File: src/verilog/srcs_pkg.sv
// Function
// - after reset release wait 4096 input clocks, then start core at reset vector
// - reset-out indication stays active for the 4096-cycle lock delay
// - control bit 12 selects reset-out or pll clock out; reset-out default
// - start-up clock ratio comes from two ratio straps sampled during reset
// - software may change pll multiplier/divider any time after core leaves reset
// - ratio straps: 00=6:1, 01=32:1, 10=16:1, 11 reserved
// - boot straps: 00 spi slave, 01 spi master, 10 parallel flash, 11 reserved
package srcs_pkg;
    // ========================================================
    // register map
    localparam logic [11:0] PMC_ADDR       = 12'h000;
    localparam logic [11:0] STAT_ADDR      = 12'h004;
    localparam int          PMC_LOCAL_CLOCK_OUT_BIT = 12;
    localparam int          PMC_MUL_LSB    = 0;
    localparam int          PMC_DIV_LSB    = 6;
    localparam int          PMC_UPD_BIT    = 15;
    localparam logic [31:0] PMC_RESET      = 32'h0000_0000;
    // ========================================================
    // timing
    localparam int          LOCK_CYCLES    = 4096;
    localparam logic [12:0] LOCK_LAST      = 13'h0FFF;
    // ========================================================
    // ratio and boot decodes
    localparam logic [5:0]  RATIO_6        = 6'h06;
    localparam logic [5:0]  RATIO_32       = 6'h20;
    localparam logic [5:0]  RATIO_16       = 6'h10;
    localparam logic [5:0]  RATIO_NONE     = 6'h00;

    typedef enum logic [1:0] {
        BOOT_SPI_SLAVE  = 2'b00,
        BOOT_SPI_MASTER = 2'b01,
        BOOT_PAR_FLASH  = 2'b10,
        BOOT_RESERVED   = 2'b11
    } srcs_boot_type;

    typedef enum logic [1:0] {
        ST_RESET = 2'b00,
        ST_LOCK  = 2'b01,
        ST_RUN   = 2'b10
    } srcs_state_type;
endpackage

File: src/verilog/srcs_sync_if.sv
`timescale 1ns/10ps
// synchronised pin levels handed to the sequencer
interface srcs_sync_if;
    logic       reset_n;
    logic [1:0] ratio;
    logic [1:0] boot;
    logic       test_rst_n;
    modport src (output reset_n, ratio, boot, test_rst_n);
    modport dst (input  reset_n, ratio, boot, test_rst_n);
endinterface
File: src/verilog/srcs_pin_sync.sv
`timescale 1ns/10ps
module srcs_pin_sync (
    // clock and reset
    input  wire logic  pclk,
    input  wire logic  presetn,
    // raw pins
    input  wire logic  reset_pin_n,
    input  wire logic [1:0] ratio_pin,
    input  wire logic [1:0] boot_pin,
    input  wire logic  test_rst_pin_n,
    // synchronised levels
    srcs_sync_if.src   sync
);
    logic [5:0] meta_ff;
    logic [5:0] sync_ff;

    // ========================================================
    // two-stage synchroniser; first stage feeds only the second
    always_ff @(posedge pclk or negedge presetn) begin
        if (!presetn) begin
            meta_ff <= 6'h00;
            sync_ff <= 6'h00;
        end else begin
            meta_ff <= {test_rst_pin_n, boot_pin, ratio_pin, reset_pin_n};
            sync_ff <= meta_ff;
        end
    end

    assign sync.reset_n    = sync_ff[0];
    assign sync.ratio      = sync_ff[2:1];
    assign sync.boot       = sync_ff[4:3];
    assign sync.test_rst_n = sync_ff[5];
endmodule

File: src/verilog/srcs_sequencer.sv
// Added by the designer: the APB interface to the registers and the placing of the registers.
`timescale 1ns/10ps
module srcs_sequencer (
    // apb clock and reset
    input  wire logic        pclk,
    input  wire logic        presetn,
    // apb slave
    input  wire logic        psel,
    input  wire logic        penable,
    input  wire logic        pwrite,
    input  wire logic [11:0] paddr,
    input  wire logic [31:0] pwdata,
    output logic [31:0]      prdata,
    output logic             pready,
    output logic             pslverr,
    // pins
    input  wire logic        reset_pin_n,
    input  wire logic [1:0]  ratio_pin,
    input  wire logic [1:0]  boot_pin,
    input  wire logic        test_rst_pin_n,
    input  wire logic        pll_clk_level,
    // outputs
    output logic             reset_out_pin,
    output logic             core_run,
    output logic [5:0]       core_ratio,
    output logic [1:0]       boot_mode,
    output logic             test_reset_n,
    output logic             pll_update
);
    // ========================================================
    // overview of the start-up flow
    //
    // everything here runs on pclk, which stands for the input clock of
    // the processor; there is no second clock, so the only crossings are
    // the board pins and the level of the pll clock, both of which pass
    // two flip-flops before any decision is made on them.
    //
    // the flow has three states:
    //   reset - the processor reset pin is low (after synchronising).
    //           straps are caught every cycle, so the last value seen
    //           before release is the one that counts.  the core is held
    //           and, with the clock-out bit clear, the shared pin shows reset-out low.
    //   lock  - the pin has been released.  a 13-bit counter walks from
    //           zero to its last value, one step per input clock, which
    //           is the time the pll is given to settle.  a low pin here
    //           drops straight back to reset and the count is lost.
    //   run   - the count has completed.  core_run rises and the core
    //           may fetch from its reset vector.  a low pin drops back
    //           to reset again.
    //
    // latency from the pin rising to core_run rising is two cycles of
    // synchroniser, one cycle for the state register to leave reset,
    // then the full lock count.  callers should not rely on the exact
    // handful of extra cycles; they come from the synchroniser and may
    // shift by one against the pin's own timing.
    //
    // the shared output pin has two jobs, picked by the clock-out bit
    // of the power management control word:
    //   bit clear - reset-out: low in reset and lock, high in run.
    //               this is the value after a bus reset, so a board
    //               that never touches the register sees reset-out.
    //   bit set   - local clock out: the pin mirrors the synchronised
    //               pll clock level.  the mirror lags the real clock by
    //               three cycles and can only show clocks slower than
    //               half of pclk; faster clocks alias.  a real device
    //               would route the clock through a glitch-free mux
    //               instead, which is outside this block.
    //
    // the power management control word is a plain 32-bit store.
    // writes are taken in any state, but the pll update pulse only
    // fires while the core runs, because before that the straps own
    // the clock ratio and a write must not disturb the lock count.
    //
    // the status word is read only and shows the state, the top bits
    // of the ratio, the boot code and the live lock counter.  the
    // counter is shown as is, so software polling it during lock sees
    // it move; it reads zero outside lock, except 4096 in the first run cycle.
    //
    // the bus side answers with zero wait states: pready rises in the
    // access cycle of every transfer.  addresses other than the two
    // registers read zero and raise pslverr; writes to them are lost.
    //
    // the test reset output simply follows its synchronised pin.  the
    // board is expected to pulse or hold it low after power-up; this
    // block does not stretch or filter that pulse.
    //
    // limitations:
    //   - a pin glitch shorter than one pclk period may be missed or
    //     may be seen as a full reset; no filter is applied.
    //   - the reserved ratio code decodes to zero, which downstream
    //     logic must treat as "no valid ratio".
    //   - the boot code is passed on raw, reserved code included.
    // ========================================================
    srcs_sync_if sync ();

    srcs_pin_sync u_sync (
        .pclk           (pclk),
        .presetn        (presetn),
        .reset_pin_n    (reset_pin_n),
        .ratio_pin      (ratio_pin),
        .boot_pin       (boot_pin),
        .test_rst_pin_n (test_rst_pin_n),
        .sync           (sync)
    );

    srcs_pkg::srcs_state_type state_ff;
    srcs_pkg::srcs_state_type nxt_state;
    logic [12:0]              cnt_ff;
    logic [31:0]              pmc_ff;
    logic                     pll_lvl_m_ff;
    logic                     pll_lvl_ff;
    logic                     wr_acc;
    logic                     rd_acc;
    logic [5:0]               nxt_ratio;
    logic [31:0]              stat_word;

    // ========================================================
    // start-up state machine
    always_comb begin
        nxt_state = state_ff;
        unique case (state_ff)
            srcs_pkg::ST_RESET: begin
                // leave reset on the first synchronised high level
                if (sync.reset_n) begin
                    nxt_state = srcs_pkg::ST_LOCK;
                end
            end
            srcs_pkg::ST_LOCK: begin
                if (!sync.reset_n) begin
                    nxt_state = srcs_pkg::ST_RESET;
                end else if (cnt_ff == srcs_pkg::LOCK_LAST) begin
                    nxt_state = srcs_pkg::ST_RUN;
                end
            end
            srcs_pkg::ST_RUN: begin
                // a new pin reset always wins over a running core
                if (!sync.reset_n) begin
                    nxt_state = srcs_pkg::ST_RESET;
                end
            end
            default: begin
                // the unused code falls back to reset, never to run
                nxt_state = srcs_pkg::ST_RESET;
            end
        endcase
    end

    always_ff @(posedge pclk or negedge presetn) begin
        if (!presetn) begin
            state_ff <= srcs_pkg::ST_RESET;
        end else begin
            state_ff <= nxt_state;
        end
    end

    // lock counter restarts from zero while reset is held
    always_ff @(posedge pclk or negedge presetn) begin
        if (!presetn) begin
            cnt_ff <= 13'h0000;
        end else if (state_ff != srcs_pkg::ST_LOCK || !sync.reset_n) begin
            cnt_ff <= 13'h0000;
        end else begin
            cnt_ff <= cnt_ff + 13'h0001;
        end
    end

    // ========================================================
    // straps are caught while reset is held, so they are stable after
    always_comb begin
        unique case (sync.ratio)
            2'b00: begin
                nxt_ratio = srcs_pkg::RATIO_6;
            end
            2'b01: begin
                nxt_ratio = srcs_pkg::RATIO_32;
            end
            2'b10: begin
                nxt_ratio = srcs_pkg::RATIO_16;
            end
            2'b11: begin
                nxt_ratio = srcs_pkg::RATIO_NONE; // reserved
            end
        endcase
    end

    always_ff @(posedge pclk or negedge presetn) begin
        if (!presetn) begin
            core_ratio <= srcs_pkg::RATIO_NONE;
            boot_mode  <= srcs_pkg::BOOT_SPI_SLAVE;
        end else if (state_ff == srcs_pkg::ST_RESET) begin
            core_ratio <= nxt_ratio;
            boot_mode  <= sync.boot;
        end
    end

    // ========================================================
    // test reset follows the synchronised pin
    always_ff @(posedge pclk or negedge presetn) begin
        if (!presetn) begin
            test_reset_n <= 1'b0;
        end else begin
            test_reset_n <= sync.test_rst_n;
        end
    end

    // ========================================================
    // apb slave: zero wait states, unmapped reads zero with error
    assign wr_acc = psel && penable && pwrite;
    assign rd_acc = psel && !penable && !pwrite;

    // status fields packed to exactly one word; upper bits read zero
    assign stat_word = {13'h0000, cnt_ff, boot_mode, core_ratio[5:4],
                        state_ff};

    // multiplier/divider writes only act once the core is running
    always_ff @(posedge pclk or negedge presetn) begin
        if (!presetn) begin
            pmc_ff     <= srcs_pkg::PMC_RESET;
            pll_update <= 1'b0;
        end else begin
            pll_update <= 1'b0;
            if (wr_acc && paddr == srcs_pkg::PMC_ADDR) begin
                pmc_ff     <= pwdata;
                pll_update <= (state_ff == srcs_pkg::ST_RUN);
            end
        end
    end

    always_ff @(posedge pclk or negedge presetn) begin
        if (!presetn) begin
            prdata  <= 32'h0000_0000;
            pready  <= 1'b0;
            pslverr <= 1'b0;
        end else begin
            pready  <= psel && !penable;
            pslverr <= psel && !penable && paddr != srcs_pkg::PMC_ADDR
                       && paddr != srcs_pkg::STAT_ADDR;
            if (rd_acc && paddr == srcs_pkg::PMC_ADDR) begin
                prdata <= pmc_ff;
            end else if (rd_acc && paddr == srcs_pkg::STAT_ADDR) begin
                prdata <= stat_word;
            end else if (rd_acc) begin
                prdata <= 32'h0000_0000;
            end
        end
    end

    // ========================================================
    // pll clock level comes from another domain: synchronise it
    always_ff @(posedge pclk or negedge presetn) begin
        if (!presetn) begin
            pll_lvl_m_ff <= 1'b0;
            pll_lvl_ff   <= 1'b0;
        end else begin
            pll_lvl_m_ff <= pll_clk_level;
            pll_lvl_ff   <= pll_lvl_m_ff;
        end
    end

    // shared pin: reset-out is low until lock completes, or clock out
    always_ff @(posedge pclk or negedge presetn) begin
        if (!presetn) begin
            reset_out_pin <= 1'b0;
            core_run      <= 1'b0;
        end else begin
            core_run <= (nxt_state == srcs_pkg::ST_RUN);
            if (pmc_ff[srcs_pkg::PMC_LOCAL_CLOCK_OUT_BIT]) begin
                reset_out_pin <= pll_lvl_ff;
            end else begin
                reset_out_pin <= (nxt_state == srcs_pkg::ST_RUN);
            end
        end
    end
endmodule

File: config.mk
export PLATFORM = sky130hd
export DESIGN_NAME = srcs_sequencer
export DESIGN_NICKNAME = d
export VERILOG_FILES = /design/src/verilog/srcs_pkg.sv /design/src/verilog/srcs_sync_if.sv /design/src/verilog/srcs_pin_sync.sv /design/src/verilog/srcs_sequencer.sv
export SDC_FILE = /design/constraint.sdc
export NUM_CORES = 1
export LEC_CHECK = 0
export BUFFER_PORTS_ARGS = -buffer_cell sky130_fd_sc_hd__clkbuf_2
export CAP_MARGIN = 0
export CORE_MARGIN = 1.5
export CORE_UTILIZATION = 34
export CTS_BUF_LIST = sky130_fd_sc_hd__clkbuf_8 sky130_fd_sc_hd__clkbuf_16
export CTS_CLUSTER_SIZE = 10
export DETAILED_ROUTE_END_ITERATION = 16
export PLACE_DENSITY = 0.65
export SYNTH_ARGS = -nofsm -noshare
export SYNTH_HDL_FRONTEND = slang
export SYNTH_SLANG_ARGS = --single-unit
File: constraint.sdc
create_clock -name pclk -period 2.05 [get_ports pclk]
set_input_delay 0.1025 -clock pclk [delete_from_list [all_inputs] [get_ports pclk]]
set_output_delay 0.1025 -clock pclk [all_outputs]
set_load 0.01 [all_outputs]
==> tab_implementation.tex <==
\begin{tabular}{lr}
\hline
Metric & Value \\
\hline
\multicolumn{2}{l}{\textbf{Finish}} \\
\quad Layout cell share with drive strength beyond 1 & 0.358 \\
\quad Antenna fix cells & 0 \\
\quad Fin nets & about 500 \\
\quad Area growth from synthesis to layout & 31.6\% \\
\multicolumn{2}{l}{\textbf{CTS}} \\
\quad Post-CTS Repair Setup Buffers & 0 \\
\quad Clock root buffer master & clkbuf\_16 \\
\quad Total CTS buffers & 9 \\
\quad Number of levels the H-tree was split into & 3 \\
\quad TritonCTS sink count & $\sim$100 \\
\quad Max Root-Sink Buffers & 2 \\
\quad Source-to-sink clock delay at the later pin of the worst-skew pair & 0.35 ns \\
\quad Register clock-pin slew on the reported worst setup and hold paths & about 0.070 ns \\
\quad TritonCTS clock tree & done \\
\quad Post-cts resize count & 0 \\
\multicolumn{2}{l}{\textbf{Setup path}} \\
\quad Endpoint class of the critical path & flip-flop \\
\quad Critical Path Fanout Max & 29 \\
\quad Data arrival time of the critical path & 1.97 ns \\
\quad Buffers and inverters on the worst path & 3 \\
\quad Worst path max stage delay & 0.68 ns \\
\quad Start of the worst register-to-register path & cnt\_ff[0] \\
\quad Dominant delay contributor by cell family on the critical path & buffers and inverters \\
\quad Data required time of the worst path & around 2.3 ns \\
\quad Critical path class & primary input to flip-flop \\
\quad Launch point of the worst path & penable \\
\quad Worst setup SP type & primary input \\
\quad Critical Path Slowest Stage Cell & or3b\_2 \\
\quad Cells along the critical path & dlygate4sd3\_1 > clkbuf\_2 > or3b\_2 > buf\_12 > a22o\_1 \\
\multicolumn{2}{l}{\textbf{STA}} \\
\quad Max-slew violation total from the final report & 0 \\
\quad Final worst-path cycle share & 0.843 \\
\quad Total negative slack & 0 ns \\
\quad Final clock skew & about 0.010 ns \\
\quad Worst setup margin & around 0.32 ns \\
\quad Final Critical Period & 1.73 ns \\
\quad Unrepaired setup endpoints after global routing & false \\
\quad Final hold violation count & 0 \\
\quad Setup-failing EPs final & 0 \\
\quad Slew at the pin closest to its max-slew limit & 0.617 ns \\
\quad Worst slew margin relative to its limit & 0.589 \\
\quad Highest clock frequency the design can meet & between 500 and 600 MHz \\
\multicolumn{2}{l}{\textbf{Worst hold path}} \\
\quad Worst min-delay path startpoint & pwdata[21] \\
\quad Worst hold-check path type & primary input to flip-flop \\
\multicolumn{2}{l}{\textbf{Synthesis}} \\
\quad Primary flip-flop cell chosen by synthesis mapping & dfrtp\_1 \\
\quad Cell type contributing the most total cell area after synthesis & dfrtp\_1 \\
\quad Ys async rst share & 1.00 \\
\quad Post-synth EDFFs & 0 \\
\quad Mapped Cells & 310 \\
\quad Yosys cell types & 43 \\
\quad Synth warn & 0 \\
\quad Top cell type's share of synthesized area & 0.607 \\
\quad Netlist area before placement & 0.00428 mm\^{}2 \\
\quad Most common cell in the netlist & dfrtp\_1 \\
\quad Cell types occupying the most area after synthesis & dfrtp\_1 61\%, mux2\_4 11\%, mux2i\_1 4.9\% \\
\quad Synthesized flop and latch total & 104 \\
\quad Part of the Yosys area used for sequential elements & 0.607 \\
\quad Synthesized area divided by synthesized cell count & 13.8 um\^{}2 \\
\quad Commonest cells post-synth & 104 x dfrtp\_1, 30 x mux2\_4, 27 x nand2\_1, 22 x o31ai\_1, 21 x mux2i\_1 \\
\multicolumn{2}{l}{\textbf{Detailed routing}} \\
\quad Count of TritonRoute iterations in the first routing pass & 4 \\
\quad Vias/cell & 4.73 \\
\quad Overall routed net length & 9.46 mm \\
\quad Residual DRC count & 0 \\
\quad Routed vias & 2945 \\
\quad Detailed-route wire length per cell & 15.2 um \\
\quad Detailed router's first-iteration violation count & between 100 and 150 \\
\quad Count of antenna-violating nets left after detailed routing & 0 \\
\multicolumn{2}{l}{\textbf{Power}} \\
\quad Part of the total power dissipated in sequential elements & 0.530 \\
\quad Net switching power & 0.921 mW \\
\quad Power per cell area & 702 mW/mm\^{}2 \\
\quad Worst VDD drop & 430 uV \\
\quad Total internal power & 3.04 mW \\
\quad Share of total power in the clock network & 0.404 \\
\quad Power share of the combinational group & 0.066 \\
\quad Pleak & 2.83 nW \\
\quad Switching share of power & 0.233 \\
\multicolumn{2}{l}{\textbf{GRT}} \\
\quad Global-route wire length before repair & roughly 15 mm \\
\quad Vias in the first global route & 2979 \\
\quad Global-route usage over all layers & 0.152 \\
\quad Number of antenna violations at the first check in global routing & 0 \\
\quad Largest net degree at the start of global routing & 47 \\
\quad Global route total overflow & 0 \\
\multicolumn{2}{l}{\textbf{Place}} \\
\quad Weighted congestion reported at the end of routability-driven placement & 0.771 \\
\quad Number of input and output port buffers inserted & 99 \\
\quad HPWL after detailed placement & 6.63 mm \\
\quad Setup Slack @ Placement & 0.412 ns \\
\multicolumn{2}{l}{\textbf{Floorplanning}} \\
\quad Core Box Area & 0.0122 mm\^{}2 \\
\quad Total die area & roughly 0.013 mm\^{}2 \\
\quad Ports placed on the boundary & a little over 100 \\
\quad Height of the die & $\sim$120 um \\
\quad Number of rows created at floorplan & 40 \\
\quad Width of the die & 115 um \\
\quad Initial core utilization & 0.352 \\
\multicolumn{2}{l}{\textbf{Flow run}} \\
\quad Max Cap Violations & 0 \\
\multicolumn{2}{l}{\textbf{Status}} \\
\quad Result of the run & complete, no violations \\
\hline
\end{tabular}
[final timing paths]
kind	to	slack [ns]	depth (start not counted)
min in group asynchronous	test_reset_n	0.30	2
hold reg to reg	test_reset_n	0.35	0
hold / removal	pmc_ff[21]	0.01	2
setup reg to reg	state_ff[1]	0.39	4
setup / recovery	prdata[22]	0.32	5
max in group asynchronous	u_sync.meta_ff[2]	1.11	3
[kinds of logic (layout without fill, tap and decap cells)]
| logic type | Yosys count | after routing | share of synthesized area |
|---|---|---|---|
| compound gates | 53 | 53 | 0.0929 |
| xor+xnor | 3 | 3 | 0.00613 |
| fa+ha+maj | 1 | 1 | 0.00292 |
| buf+inv | 23 | 167 | 0.0307 |
| flops | 104 | 104 | 0.607 |
| mux | 55 | 55 | 0.165 |
| other cells | 1 | 2 | 0.000875 |
| simple gates | 70 | 70 | 0.0943 |
[per-stage QoR]
stage,cells,cell area (um^2),power [mW],hold slack [ns],utilization
6_report,623,5640,3.96,0.0138,0.463
5_1_grt,623,5640,4.12,0.00568,0.463
4_1_cts,623,5640,4.02,0.00385,0.463
3_5_place_dp,568,4970,2.35,0.160,0.409
3_3_place_gp,568,4970,2.34,0.154,0.409
2_1_floorplan,311,4290,2.21,-0.193,-
[registers in the layout, summed over array words and instances, names as in the netlist, 2 cells and up]
signal / flops
pmc_ff: 32
prdata: 32
cnt_ff: 13
u_sync.meta_ff: 6
u_sync.sync_ff: 6
core_ratio: 3
boot_mode: 2
state_ff: 2
[placed cells by master, fill, tap and decap left out, types with 3 or more instances in the layout]
cell type,count
dfrtp_1,104
clkbuf_2,98
dlygate4sd3_1,39
mux2_4,30
nand2_1,27
o31ai_1,22
mux2i_1,21
a22o_1,16
clkbuf_16,9
nor2_1,8
buf_4,8
inv_1,5
nor2b_1,5
a21oi_1,5
nand3_1,4
o21ai_0,4
mux2_2,4
or4_1,3
clkinvlp_4,3
[repair_timing]
item | CTS | global route
hold buffers | 39 | 0
hold endpoints to repair | 81 | 0
endpoints found under the setup margin | 0 | 0
[power groups by stage]
stage          Sequential [mW]  Combinational, mW  Clock, mW
3_3_place_gp              2.14              0.203          0
2_1_floorplan             2.14             0.0707          0
6_report                  2.10              0.261       1.60
5_1_grt                   2.10              0.291       1.72
3_5_place_dp              2.14              0.208          0
4_1_cts                   2.10              0.267       1.65
[final cells by class]
cell class	count	area, um^2
clock buffers	9	225
clock inverters	7	48.8
fillers	1116	6530
inverters	4	15.0
multi-input cells	184	1550
flip-flops and latches	104	2600
well taps	168	210
repair buffers	147	981
[metal layers]
| layer | routed length (um) | share of wire | global-route usage | up-vias |
|---|---|---|---|---|
| met3 | 501 | 0.053 | 0.0453 | 11 |
| li1 | - | - | - | 1392 |
| met5 | 0 | 0 | 0 | - |
| met4 | 142 | 0.015 | 0.0543 | 0 |
| met1 | 4190 | 0.44 | 0.187 | 1451 |
| met2 | 4620 | 0.49 | 0.254 | 91 |
[worst register-to-register path, delay by kind of cell, from the launching register on]
| kind | cells | cell delay (ns) |
|---|---|---|
| AND/OR/NAND/NOR | 2 | 0.74 |
| flip-flops | 1 | 0.41 |
| AO/OA/AOI/OAI | 1 | 0.22 |
| adder cells (fa/ha/maj) | 1 | 0.23 |
No activity file was read; power rests on OpenSTA's default activity.
